`src/rtl/ssp_pkg.sv`:
```
// Purpose: Shared constants for the slave serial port and its master end
// Assumes: 40 MHz core clock on both ends
// Notes: Master register map lives here too
package ssp_pkg;
  localparam int CHAR_W = 8;
  localparam int BLEN_W = 16;
  localparam int CNT_W = 3;
  localparam int SYNC_N = 3;
  localparam logic [CNT_W-1:0] LAST_BIT = 3'h7;
  localparam logic [CNT_W-1:0] CNT_ONE = 3'h1;
  localparam logic [BLEN_W-1:0] BITS_ONE = 16'h0001;
  localparam logic [CHAR_W-1:0] BYTE_ZERO = 8'h00;
  // Serial clock limit and the half period the master must keep
  localparam int CORE_KHZ = 40000;
  localparam int SCK_MAX_KHZ = 1600;
  localparam int HALF_CYC = (CORE_KHZ + 2 * SCK_MAX_KHZ - 1) / (2 * SCK_MAX_KHZ);
  localparam int DIV_W = 5;
  localparam logic [DIV_W-1:0] HALF_LAST = DIV_W'(HALF_CYC - 1);
  // Master APB register map
  localparam int ADDR_W = 8;
  localparam logic [ADDR_W-1:0] REG_CTRL = 8'h00;
  localparam logic [ADDR_W-1:0] REG_NBITS = 8'h04;
  localparam logic [ADDR_W-1:0] REG_TXD = 8'h08;
  localparam logic [ADDR_W-1:0] REG_RXD = 8'h0C;
  localparam logic [ADDR_W-1:0] REG_STAT = 8'h10;
  localparam int CTRL_START = 0;
  localparam int CTRL_POL = 1;
  localparam int CTRL_PHA = 2;
  localparam int CTRL_FRM = 3;
  localparam int STAT_BUSY = 0;
  localparam int STAT_DONE = 1;
  localparam int NB_W = 4;
  localparam logic [NB_W-1:0] NB_RST = 4'h8;
  localparam logic [NB_W-1:0] NB_ONE = 4'h1;
  // Master sequencer states, gray along the path
  typedef enum logic [1:0] {
    SSP_IDLE = 2'b00,
    SSP_SETUP = 2'b01,
    SSP_LEAD = 2'b11,
    SSP_TRAIL = 2'b10
  } ssp_state_t;
endpackage

```
`src/rtl/ssp_if.sv`:
```
// Purpose: Serial link between slave port and external master
// Assumes: Serial output has no pull, released line shows the inverse level
// Notes: Frame input is driven by the master
`timescale 1ns/1ps
interface ssp_if;
  logic sck;
  logic si;
  logic frame_control_in;
  logic so;
  logic so_oe;
  wire so_line;
  // Released output shows the inverse so stale data is never taken as valid
  assign so_line = so_oe ? so : ~so;
  modport dev (input sck, input si, input frame_control_in, output so, output so_oe);
  modport mst (output sck, output si, output frame_control_in, input so_line);
endinterface

```
`src/rtl/ssp_dev.sv`:
```
// Purpose: Slave-only synchronous serial port, device end
// Assumes: Link pins are asynchronous to core_clk and pass a 3-stage filter
// Notes: Mode settings are plain inputs held by the owning register block
`timescale 1ns/1ps
module ssp_dev
  import ssp_pkg::*;
(
  input wire logic core_clk,
  input wire logic nrst,
  ssp_if.dev link,
  input wire logic port_clock_gate_bit,
  input wire logic clock_polarity_sel,
  input wire logic clock_phase_sel,
  input wire logic frame_input_enable,
  input wire logic frame_function_sel,
  input wire logic bit_order_sel,
  input wire logic tx_enable,
  input wire logic rx_enable,
  input wire logic burst_mode,
  input wire logic [ssp_pkg::BLEN_W-1:0] burst_len,
  input wire logic [ssp_pkg::CHAR_W-1:0] tx_data,
  input wire logic tx_valid,
  output logic tx_ready,
  output logic tx_underrun,
  output logic [ssp_pkg::CHAR_W-1:0] rx_data,
  output logic rx_valid,
  output logic burst_done
);

  // Shift a byte one place toward its far end
  function automatic logic [CHAR_W-1:0] shift_out(logic [CHAR_W-1:0] sr, logic lsb);
    shift_out = lsb ? {1'b0, sr[CHAR_W-1:1]} : {sr[CHAR_W-2:0], 1'b0};
  endfunction

  // Insert a received bit at the proper end
  function automatic logic [CHAR_W-1:0] shift_in(logic [CHAR_W-1:0] sr, logic b, logic lsb);
    shift_in = lsb ? {b, sr[CHAR_W-1:1]} : {sr[CHAR_W-2:0], b};
  endfunction

  logic [SYNC_N-1:0] sck_sy_ff, si_sy_ff, frm_sy_ff;
  logic sck_ff, si_ff, frm_ff, sck_prev_ff;
  logic rise, fall, lead, trail, sample_e, shift_e;
  logic run, dir_tx, dir_rx, frame_dir, frame_gate, halted, step_s, step_d;
  logic [BLEN_W-1:0] bits_ff;
  logic [CHAR_W-1:0] rx_sr_ff, tx_sr_ff, hold_ff;
  logic [CNT_W-1:0] rx_cnt_ff, tx_cnt_ff;
  logic hold_full_ff, loaded_ff, primed_ff, tx_ready_ff, tx_underrun_ff;
  logic [CHAR_W-1:0] rx_data_ff;
  logic rx_valid_ff, burst_done_ff, so_ff, so_oe_ff, rx_last;

  // Three-stage synchronisers; value moves when stages two and three agree
  always_ff @(posedge core_clk or negedge nrst)
    if (!nrst)
    begin
      sck_sy_ff <= '0;
      si_sy_ff <= '0;
      frm_sy_ff <= '0;
    end
    else
    begin
      sck_sy_ff <= {sck_sy_ff[SYNC_N-2:0], link.sck};
      si_sy_ff <= {si_sy_ff[SYNC_N-2:0], link.si};
      frm_sy_ff <= {frm_sy_ff[SYNC_N-2:0], link.frame_control_in};
    end

  // Filtered pin levels and previous clock level
  always_ff @(posedge core_clk or negedge nrst)
    if (!nrst)
    begin
      sck_ff <= 1'b0;
      si_ff <= 1'b0;
      frm_ff <= 1'b0;
      sck_prev_ff <= 1'b0;
    end
    else
    begin
      if (sck_sy_ff[1] == sck_sy_ff[2]) sck_ff <= sck_sy_ff[2];
      if (si_sy_ff[1] == si_sy_ff[2]) si_ff <= si_sy_ff[2];
      if (frm_sy_ff[1] == frm_sy_ff[2]) frm_ff <= frm_sy_ff[2];
      sck_prev_ff <= sck_ff;
    end

  // Edge roles from polarity and phase
  always_comb
  begin
    rise = sck_ff & ~sck_prev_ff;
    fall = ~sck_ff & sck_prev_ff;
    lead = clock_polarity_sel ? fall : rise;
    trail = clock_polarity_sel ? rise : fall;
    sample_e = clock_phase_sel ? trail : lead;
    shift_e = clock_phase_sel ? lead : trail;
  end

  // Frame handling, clock gate and burst halt
  always_comb
  begin
    run = port_clock_gate_bit;
    frame_dir = frame_input_enable & ~frame_function_sel;
    frame_gate = frame_input_enable & frame_function_sel & frm_ff;
    dir_tx = ~frame_dir | frm_ff;
    dir_rx = ~frame_dir | ~frm_ff;
    halted = burst_mode & (bits_ff == burst_len);
    step_s = run & ~halted & sample_e;
    step_d = run & ~halted & shift_e;
    rx_last = burst_mode & (bits_ff + BITS_ONE == burst_len);
  end

  // Burst bit counter, restarted by dropping both enables
  always_ff @(posedge core_clk or negedge nrst)
    if (!nrst)
    begin
      bits_ff <= '0;
      burst_done_ff <= 1'b0;
    end
    else
    begin
      if (!run || (!tx_enable && !rx_enable)) bits_ff <= '0;
      else if (step_s) bits_ff <= bits_ff + BITS_ONE;
      burst_done_ff <= run & halted & (tx_enable | rx_enable);
    end

  // Receive shifter, byte pushed when full or burst ends
  always_ff @(posedge core_clk or negedge nrst)
    if (!nrst)
    begin
      rx_sr_ff <= '0;
      rx_cnt_ff <= '0;
      rx_data_ff <= '0;
      rx_valid_ff <= 1'b0;
    end
    else
    begin
      rx_valid_ff <= 1'b0;
      if (!run || !rx_enable) rx_cnt_ff <= '0;
      else if (step_s && dir_rx)
      begin
        rx_sr_ff <= shift_in(rx_sr_ff, si_ff, bit_order_sel);
        rx_cnt_ff <= rx_cnt_ff + CNT_ONE;
        if (rx_cnt_ff == LAST_BIT || rx_last)
        begin
          rx_data_ff <= shift_in(rx_sr_ff, si_ff, bit_order_sel);
          rx_valid_ff <= 1'b1;
          rx_cnt_ff <= '0;
        end
      end
    end

  // One-byte holding stage for the transmit side
  always_ff @(posedge core_clk or negedge nrst)
    if (!nrst)
    begin
      hold_ff <= '0;
      hold_full_ff <= 1'b0;
      tx_ready_ff <= 1'b0;
    end
    else
    begin
      if (tx_valid && tx_ready_ff)
      begin
        hold_ff <= tx_data;
        hold_full_ff <= 1'b1;
      end
      else if (run && tx_enable && (!loaded_ff || (step_d && primed_ff
               && tx_cnt_ff == LAST_BIT)))
        hold_full_ff <= 1'b0;
      tx_ready_ff <= ~hold_full_ff & ~(tx_valid & tx_ready_ff);
    end

  // Transmit shifter; phase 1 uses its first shift edge to present bit one
  always_ff @(posedge core_clk or negedge nrst)
    if (!nrst)
    begin
      tx_sr_ff <= '0;
      tx_cnt_ff <= '0;
      loaded_ff <= 1'b0;
      primed_ff <= 1'b0;
      tx_underrun_ff <= 1'b0;
    end
    else
    begin
      tx_underrun_ff <= 1'b0;
      if (!run || !tx_enable)
      begin
        loaded_ff <= 1'b0;
        primed_ff <= 1'b0;
        tx_cnt_ff <= '0;
      end
      else if (!loaded_ff)
      begin
        if (hold_full_ff)
        begin
          tx_sr_ff <= hold_ff;
          loaded_ff <= 1'b1;
          primed_ff <= ~clock_phase_sel;
        end
      end
      else if (step_d && dir_tx)
      begin
        if (!primed_ff) primed_ff <= 1'b1;
        else if (tx_cnt_ff == LAST_BIT)
        begin
          tx_cnt_ff <= '0;
          tx_sr_ff <= hold_full_ff ? hold_ff : BYTE_ZERO;
          tx_underrun_ff <= ~hold_full_ff;
        end
        else
        begin
          tx_sr_ff <= shift_out(tx_sr_ff, bit_order_sel);
          tx_cnt_ff <= tx_cnt_ff + CNT_ONE;
        end
      end
    end

  // Serial output level and enable
  always_ff @(posedge core_clk or negedge nrst)
    if (!nrst)
    begin
      so_ff <= 1'b0;
      so_oe_ff <= 1'b0;
    end
    else
    begin
      so_ff <= bit_order_sel ? tx_sr_ff[0] : tx_sr_ff[CHAR_W-1];
      so_oe_ff <= run & tx_enable & dir_tx & ~frame_gate;
    end

  assign link.so = so_ff;
  assign link.so_oe = so_oe_ff;
  assign tx_ready = tx_ready_ff;
  assign tx_underrun = tx_underrun_ff;
  assign rx_data = rx_data_ff;
  assign rx_valid = rx_valid_ff;
  assign burst_done = burst_done_ff;

endmodule

```
`src/flat_wrapper.sv`:
```
// flat-port wrapper written by rule: the top's interface ports become plain ports
module ssp_dev_flat import ssp_pkg::*;
  (core_clk, nrst, port_clock_gate_bit, clock_polarity_sel, clock_phase_sel, frame_input_enable, frame_function_sel, bit_order_sel, tx_enable, rx_enable, burst_mode, burst_len, tx_data, tx_valid, tx_ready, tx_underrun, rx_data, rx_valid, burst_done, link_sck, link_si, link_frame_control_in, link_so, link_so_oe);
  ssp_if link_i ();
  input wire logic core_clk;
  input wire logic nrst;
  input wire logic port_clock_gate_bit;
  input wire logic clock_polarity_sel;
  input wire logic clock_phase_sel;
  input wire logic frame_input_enable;
  input wire logic frame_function_sel;
  input wire logic bit_order_sel;
  input wire logic tx_enable;
  input wire logic rx_enable;
  input wire logic burst_mode;
  input wire logic [ssp_pkg::BLEN_W-1:0] burst_len;
  input wire logic [ssp_pkg::CHAR_W-1:0] tx_data;
  input wire logic tx_valid;
  output logic tx_ready;
  output logic tx_underrun;
  output logic [ssp_pkg::CHAR_W-1:0] rx_data;
  output logic rx_valid;
  output logic burst_done;
  input wire logic [$bits(link_i.sck)-1:0] link_sck;
  input wire logic [$bits(link_i.si)-1:0] link_si;
  input wire logic [$bits(link_i.frame_control_in)-1:0] link_frame_control_in;
  output wire logic [$bits(link_i.so)-1:0] link_so;
  output wire logic [$bits(link_i.so_oe)-1:0] link_so_oe;
  assign link_i.sck = link_sck;
  assign link_i.si = link_si;
  assign link_i.frame_control_in = link_frame_control_in;
  assign link_so = link_i.so;
  assign link_so_oe = link_i.so_oe;
  ssp_dev u_core (.core_clk(core_clk), .nrst(nrst), .link(link_i), .port_clock_gate_bit(port_clock_gate_bit), .clock_polarity_sel(clock_polarity_sel), .clock_phase_sel(clock_phase_sel), .frame_input_enable(frame_input_enable), .frame_function_sel(frame_function_sel), .bit_order_sel(bit_order_sel), .tx_enable(tx_enable), .rx_enable(rx_enable), .burst_mode(burst_mode), .burst_len(burst_len), .tx_data(tx_data), .tx_valid(tx_valid), .tx_ready(tx_ready), .tx_underrun(tx_underrun), .rx_data(rx_data), .rx_valid(rx_valid), .burst_done(burst_done));
endmodule
```
`config.mk`:
```
export PLATFORM = sky130hd
export DESIGN_NAME = ssp_dev_flat
export DESIGN_NICKNAME = d
export VERILOG_FILES = /design/src/rtl/ssp_pkg.sv /design/src/rtl/ssp_if.sv /design/src/rtl/ssp_dev.sv /design/src/flat_wrapper.sv
export SDC_FILE = /design/constraint.sdc
export NUM_CORES = 1
export LEC_CHECK = 0
export BUFFER_PORTS_ARGS = -buffer_cell sky130_fd_sc_hd__buf_2
export CAP_MARGIN = 25
export CORE_ASPECT_RATIO = 1.2
export CORE_MARGIN = 1
export CORE_UTILIZATION = 32
export DETAILED_ROUTE_END_ITERATION = 6
export SLEW_MARGIN = 20
export SYNTH_ARGS = -nofsm -noshare
export SYNTH_HDL_FRONTEND = slang
export SYNTH_SLANG_ARGS = --single-unit
export TNS_END_PERCENT = 5
```
`constraint.sdc`:
```
create_clock -name core_clk -period 6.2 [get_ports core_clk]
set_input_delay 0.62 -clock core_clk [delete_from_list [all_inputs] [get_ports core_clk]]
set_output_delay 0.62 -clock core_clk [all_outputs]
set_load 0.02 [all_outputs]
```
## Word-level counts from Yosys, hierarchy flattened

Index checks and enable logic that the tools add are counted.

| operators by class | value |
|---|---|
| add/sub/neg operators | 3 |
| multipliers | 0 |
| div/mod/pow operators | 0 |
| magnitude comparators | 0 |
| equal/unequal tests | 10 |
| shift operators | 0 |
| mux-type cells | 40 |
| bitwise operators | 32 |
| reduce and logical (&&, ||, !) cells | 30 |

Operator list:

| operator | count |
|---|---|
| 2-to-1 mux 8 bit | 8 |
| == test 16 bit | 2 |
| 2-to-1 mux 16 bit | 2 |
| 2-to-1 mux 3 bit | 8 |
| 2-to-1 mux 1 bit | 22 |
| bitwise AND 1 bit | 17 |
| adder 16 x 1 -> 16 bit (second input constant) | 1 |
| nonzero test 2 bit | 7 |
| NOT 1 bit | 12 |
| logical AND 1 bit | 8 |
| adder 3 x 1 -> 3 bit (second input constant) | 2 |
| == test 3 bit (second input constant) | 2 |
| AND reduction 3 bit | 2 |
| logical OR 1 bit | 5 |
| zero test 1 bit | 4 |
| inequality test 2 bit (second input constant) | 2 |
| AND reduction 2 bit | 2 |
| AND reduction 4 bit | 1 |
| == test 1 bit | 3 |
| inequality test 3 bit (second input constant) | 1 |
| OR 1 bit | 3 |
| nonzero test 3 bit | 1 |

| storage, ports and cells | value |
|---|---|
| flip-flop bits (word level) | 76 |
| latch bits | 0 |
| memory bits (writable) | 0 |
| ROM bits | 0 |
| bits of input ports | 39 |
| output and inout port bits | 14 |
| word-level logic and storage cells | 138 |
| memories kept | 0 |

## Depth between registers and ports, before layout

| logic depth | value |
|---|---|
| depth in word-level cells | 11 |
| mapped depth | 9 |
| mapped depth without buffers | 8 |

## Worst setup path after synthesis

OpenSTA, ideal clock, no wires.

| timing path | value |
|---|---|
| path type | input-to-reg |
| start | input burst_len[15] (netlist bit) |
| end | register u_core.tx_sr_ff[0] |
| setup time | 0.125 ns |
| arrival | 2.512 ns |
| data required time | 6.075 ns |
| slack | 3.564 ns |
| stages | 7 |
| path buffers | 0 |
| cell sequence | xnor2_1 > nand4_1 > nor4_1 > a21oi_1 > and2_1 > a31oi_2 > mux2_2 |

| between the ends | value |
|---|---|
| cells in the longest elaborated chain, start to end | 8 |

Ends and longest elaborated chain:

| element | RTL line | source |
|---|---|---|
| start, declared | flat_wrapper.sv:16 | `input wire logic [ssp_pkg::BLEN_W-1:0] burst_len;` |
| == test 16 bit | ssp_dev.sv:102 | `halted = burst_mode & (bits_ff == burst_len);` |
| bitwise AND 1 bit | ssp_dev.sv:102 |  |
| NOT 1 bit | ssp_dev.sv:104 | `step_d = run & ~halted & shift_e;` |
| bitwise AND 1 bit (2 in a row) | ssp_dev.sv:104 |  |
| logical AND 1 bit | ssp_dev.sv:197 | `else if (step_d && dir_tx)` |
| inequality test 2 bit (no line) | - |  |
| AND reduction 4 bit (no line) | - |  |
| end signal, assigned | ssp_dev.sv:192 | `tx_sr_ff <= hold_ff;` |
| end signal, assigned | ssp_dev.sv:203 | `tx_sr_ff <= hold_full_ff ? hold_ff : BYTE_ZERO;` |
| end signal, assigned | ssp_dev.sv:208 | `tx_sr_ff <= shift_out(tx_sr_ff, bit_order_sel);` |
| end, declared | ssp_dev.sv:45 | `logic [CHAR_W-1:0] rx_sr_ff, tx_sr_ff, hold_ff;` |

No other way between the ends.
A chain may end at the register's enable or synchronous reset.

## Worst setup path in the final report

| timing path | value |
|---|---|
| start | register u_core.bits_ff[3] |
| end | register u_core.rx_data_ff[1] (netlist: u_core.rx_data[1]) |

| between the ends | value |
|---|---|
| cells in the longest elaborated chain, start to end | 7 |
| elaborated cells between the ends (all ways) | 11 |
| classes of those cells | add/sub (1); eq/ne (2); bitwise (5); reduce/logical (3) |

Ends and longest elaborated chain:

| element | RTL line | source |
|---|---|---|
| start, declared | ssp_dev.sv:44 | `logic [BLEN_W-1:0] bits_ff;` |
| start signal, assigned | ssp_dev.sv:118 | `else if (step_s) bits_ff <= bits_ff + BITS_ONE;` |
| parallel branches: the longest is 6 deep, another holds adder 16 x 1 -> 16 bit | - |  |
| AND reduction 3 bit (no line) * | - |  |
| end signal, assigned | ssp_dev.sv:141 | `rx_data_ff <= shift_in(rx_sr_ff, si_ff, bit_order_sel);` |
| end, declared | ssp_dev.sv:48 | `logic [CHAR_W-1:0] rx_data_ff;` |

Every way passes the cells marked *.

==> reports/qor.tcl <==
set qor(post_cts_gate_resize_count) 0
set qor(seq_area_frac_synth_pct) 48.9
set qor(relSlewSlack_pct) 61.9
set qor(crit_chain) {nand4_4 -> or4_4 -> or3_1 -> a22oi_1 -> a41oi_2 -> nor2_4 -> mux2_2}
set qor(power.share.combinational_pct) 17.0
set qor(drt-pass1-iter-count) 4
set qor(grt_first_pass_wirelength_um) 13700
set qor(vias) 2833
set qor(first_global_vias) 2851
set qor(grt_start_max_net_pins) 77
set qor(asyncSetResetFlopFracSynth_pct) 100
set qor(viasPerCell) 4.97
set qor(start_util_pct) 33.3
set qor(routed_wire_length_per_instance_um) 14.3
set qor(power.share.clock_pct) 37.3
set qor(critPathCaptureType) {register}
set qor(clk_latency_ns) 0.33
set qor(synthesis.instances) 354
set qor(rr_endpoint) {u_core.rx_data[1]}
set qor(critical_path_required_ns) 6.41
set qor(power_density_mw_per_mm2) 300
set qor(grt_overflow_total) 0
set qor(p_int_w) 0.00102
set qor(area.sequential_mm2) 0.00190
set qor(ys.flop_type) {sky130_fd_sc_hd__dfrtp_1}
set qor(drive_gt1_share_pct) 28.3
set qor(cts-hold-fix-buffers) 0
set qor(post-route-min-period_ns) 3.05
set qor(regToRegSetupSlack_ns) 3.15
set qor(width_of_the_die_um) 103
set qor(num_antenna_cells) 0
set qor(critPathCapture) {u_core.rx_data[1]}
set qor(die_h_um) 123
set qor(detailed_place_hpwl_um) 5940
set qor(antenna_found_initial) 0
set qor(design.final.nets) 452
set qor(synth_enable_flop_cells) 0
set qor(setup.worst_path.start_class) {register}
set qor(power.net_switching_w) 0.000362
set qor(yosys.cell_types.count) 50
set qor(worst_stage_delay_on_the_critical_path_ns) 0.61
set qor(yosys_register_bits) 76
set qor(synthesis.nets) 398
set qor(floorplan.rows) 43
set qor(vdd_ir_drop_max_v) 0.000125
set qor(period_share_pct) 49.3
set qor(cts-htree-levels) 3
set qor(routed_wl_um) 8170
set qor(worstHoldPathType) {input pin to async pin}
set qor(layoutNonFillerInstCount) 570
set qor(setup.worst_path.start) {u_core.bits_ff[3]}
set qor(cts_num_sinks) 76
set qor(finalHoldViolCount) 0
set qor(cts.reportedPaths.clkPinSlew_ns) 0.06
set qor(yosysWarningCount) 0
set qor(fmaxAchievable_mhz) 327
set qor(port_buffers) 52
set qor(multiInputGateArea_mm2) 0.00190
set qor(timing.critical_path.arrival_ns) 3.27
set qor(worst_pin_slew_ns) 0.567
set qor(crit_type) {register to register}
set qor(synthesis.area_per_instance_um2) 11.0
set qor(clock_buffer_count_from_cts) 9
set qor(filler_cell_count) 1186
set qor(cts_tree) {built}
set qor(antenna_violating_nets_post_route) 0
set qor(area_delta_synth_final_pct) 18.8
set qor(sw_frac_of_total_pct) 26.1
set qor(drc) 0
set qor(gp_congestion) 0.864
set qor(cap_violations) 0
set qor(fin_tns_setup_ns) 0
set qor(rr_startpoint) {u_core.bits_ff[3]}
set qor(grt_setup_unrepaired) {no}
set qor(clock_path_buffers) 2
set qor(clock_tree.root_cell) {sky130_fd_sc_hd__clkbuf_16}
set qor(ff2ff_path_depth) 7
set qor(globalRouteTotalUtil_pct) 14.3
set qor(drv_slew) 0
set qor(cp_slowest_cell) {sky130_fd_sc_hd__dfrtp_1}
set qor(status) {finished clean}
set qor(drtIter0Drc) 70
set qor(leakagePower_nw) 2.07
set qor(design.die.area_mm2) 0.0126
set qor(final.setup_skew_ns) 0.00648
set qor(synth.cell_area_mm2) 0.00389
set qor(place_inst) 553
set qor(post-cts-setup-buffers) 0
set qor(relative_contribution_of_sequential_cells_to_total_power_pct) 45.7
set qor(core_area_mm2) 0.0117
set qor(io_pins) 53
set qor(critPathMaxFanout) 12
set qor(finalSetupViolCount) 0
-- stage by stage --
stage	area (um2)	hold WS [ns]	total power, W	setup slack [ns]	utilization (%)
2_1_floorplan	3890	0.324	0.000801	3.56	-
3_3_place_gp	4300	0.334	0.000870	2.99	36.9
3_5_place_dp	4300	0.340	0.000881	2.92	36.9
4_1_cts	4600	0.353	0.00141	3.16	39.4
5_1_grt	4620	0.256	0.00147	2.86	39.6
6_report	4620	0.233	0.00139	3.15	39.6
-- final cells by class --
type	instances	area share (%)
Clock buffer	12	5.34
Timing Repair Buffer	55	6.45
Sequential cell	76	41.2
Tap cell	157	4.25
Multi-Input combinational cell	258	41.1
Clock inverter	4	1.06
Inverter	8	0.650
-- power by group through the flow --
| stage | sequential (W) | combinational (W) | clock [W] |
|---|---|---|---|
| after floorplan | 0.000632 | 0.000169 | 0 |
| after global placement | 0.000639 | 0.000232 | 0 |
| after detailed placement | 0.000643 | 0.000238 | 0 |
| after CTS | 0.000634 | 0.000240 | 0.000538 |
| after global routing | 0.000645 | 0.000267 | 0.000559 |
| final | 0.000634 | 0.000236 | 0.000518 |
-- cell usage in the layout, fill, tap and decap left out, types with 11 or more instances in the layout --
master / instances
sky130_fd_sc_hd__nor2_1: 25
sky130_fd_sc_hd__xor2_1: 15
sky130_fd_sc_hd__a21oi_1: 13
sky130_fd_sc_hd__buf_2: 51
sky130_fd_sc_hd__dfrtp_1: 76
sky130_fd_sc_hd__o21ai_0: 12
sky130_fd_sc_hd__nand2_1: 27
sky130_fd_sc_hd__mux2_2: 41
sky130_fd_sc_hd__nand3_1: 11
sky130_fd_sc_hd__xnor2_1: 21
-- per-layer routing --
metal	track usage (%)	up-vias	routed length, um
li1	-	1380	-
met1	17.5	1365	3650
met2	22.9	74	3860
met3	4.04	14	432
met4	6.96	0	225
met5	0	-	0
-- state kept, by name, summed over array words and instances (netlist names), 3 cells and up --
name / count
u_core.rx_data: 8
u_core.tx_sr_ff: 8
u_core.frm_sy_ff: 3
u_core.rx_cnt_ff: 3
u_core.rx_sr_ff: 8
u_core.sck_sy_ff: 3
u_core.bits_ff: 16
u_core.si_sy_ff: 3
u_core.hold_ff: 8
u_core.tx_cnt_ff: 3
-- critical path, delay by kind of cell, from the launching register on --
kind	cells	cell delay, ns
compound gates	2	0.47
mux	1	0.38
flops	1	0.61
simple gates	4	1.47
-- logic make-up (layout without fill, tap and decap cells) --
| kind of cell | Yosys count | count (layout) | synth area share [%] |
|---|---|---|---|
| AOI/OAI and AO/OA | 46 | 46 | 7.69 |
| xor gates and xnor gates | 36 | 36 | 8.11 |
| DFF | 76 | 76 | 48.9 |
| adders and majority gates | 8 | 8 | 2.38 |
| muxes | 51 | 51 | 14.4 |
| buffers and inverters | 20 | 79 | 2.32 |
| and+or+nand+nor | 117 | 117 | 16.2 |
-- how the worst min path moves through the flow --
stage / to / slack, ns / depth (start not counted)
global route: u_core.bits_ff[12] / 0.26 / 1
floorplan: u_core.bits_ff[0] / 0.32 / 0
CTS: u_core.frm_sy_ff[1] / 0.35 / 0
finish: u_core.bits_ff[13] / 0.23 / 1
global placement: u_core.si_sy_ff[1] / 0.33 / 0
detailed placement: u_core.frm_sy_ff[1] / 0.34 / 0
-- synth_stat cells (3+ instances only) --
master	number	area share [%]
sky130_fd_sc_hd__mux2_2	41	12
sky130_fd_sc_hd__nor3_1	7	0.90
sky130_fd_sc_hd__maj3_1	3	0.77
sky130_fd_sc_hd__and4_1	3	0.68
sky130_fd_sc_hd__buf_4	3	0.58
sky130_fd_sc_hd__clkbuf_1	5	0.48
sky130_fd_sc_hd__a211oi_1	3	0.58
sky130_fd_sc_hd__nand2b_1	5	0.80
sky130_fd_sc_hd__xnor2_1	21	4.7
sky130_fd_sc_hd__nand4_1	9	1.4
sky130_fd_sc_hd__nor4_1	6	0.97
sky130_fd_sc_hd__inv_1	8	0.77
sky130_fd_sc_hd__nand3b_1	3	0.58
sky130_fd_sc_hd__nand2_1	27	2.6
sky130_fd_sc_hd__nor3b_1	3	0.58
sky130_fd_sc_hd__and3_1	3	0.48
sky130_fd_sc_hd__nand3_1	11	1.4
sky130_fd_sc_hd__nor2_1	25	2.4
sky130_fd_sc_hd__ha_1	5	1.6
sky130_fd_sc_hd__o21ai_0	12	1.5
sky130_fd_sc_hd__dfrtp_1	76	49
sky130_fd_sc_hd__a21oi_1	13	1.7
sky130_fd_sc_hd__xor2_1	15	3.4
sky130_fd_sc_hd__or3_1	5	0.80
sky130_fd_sc_hd__mux2i_1	10	2.6
Note: power is estimated with default switching activity, not from simulation.
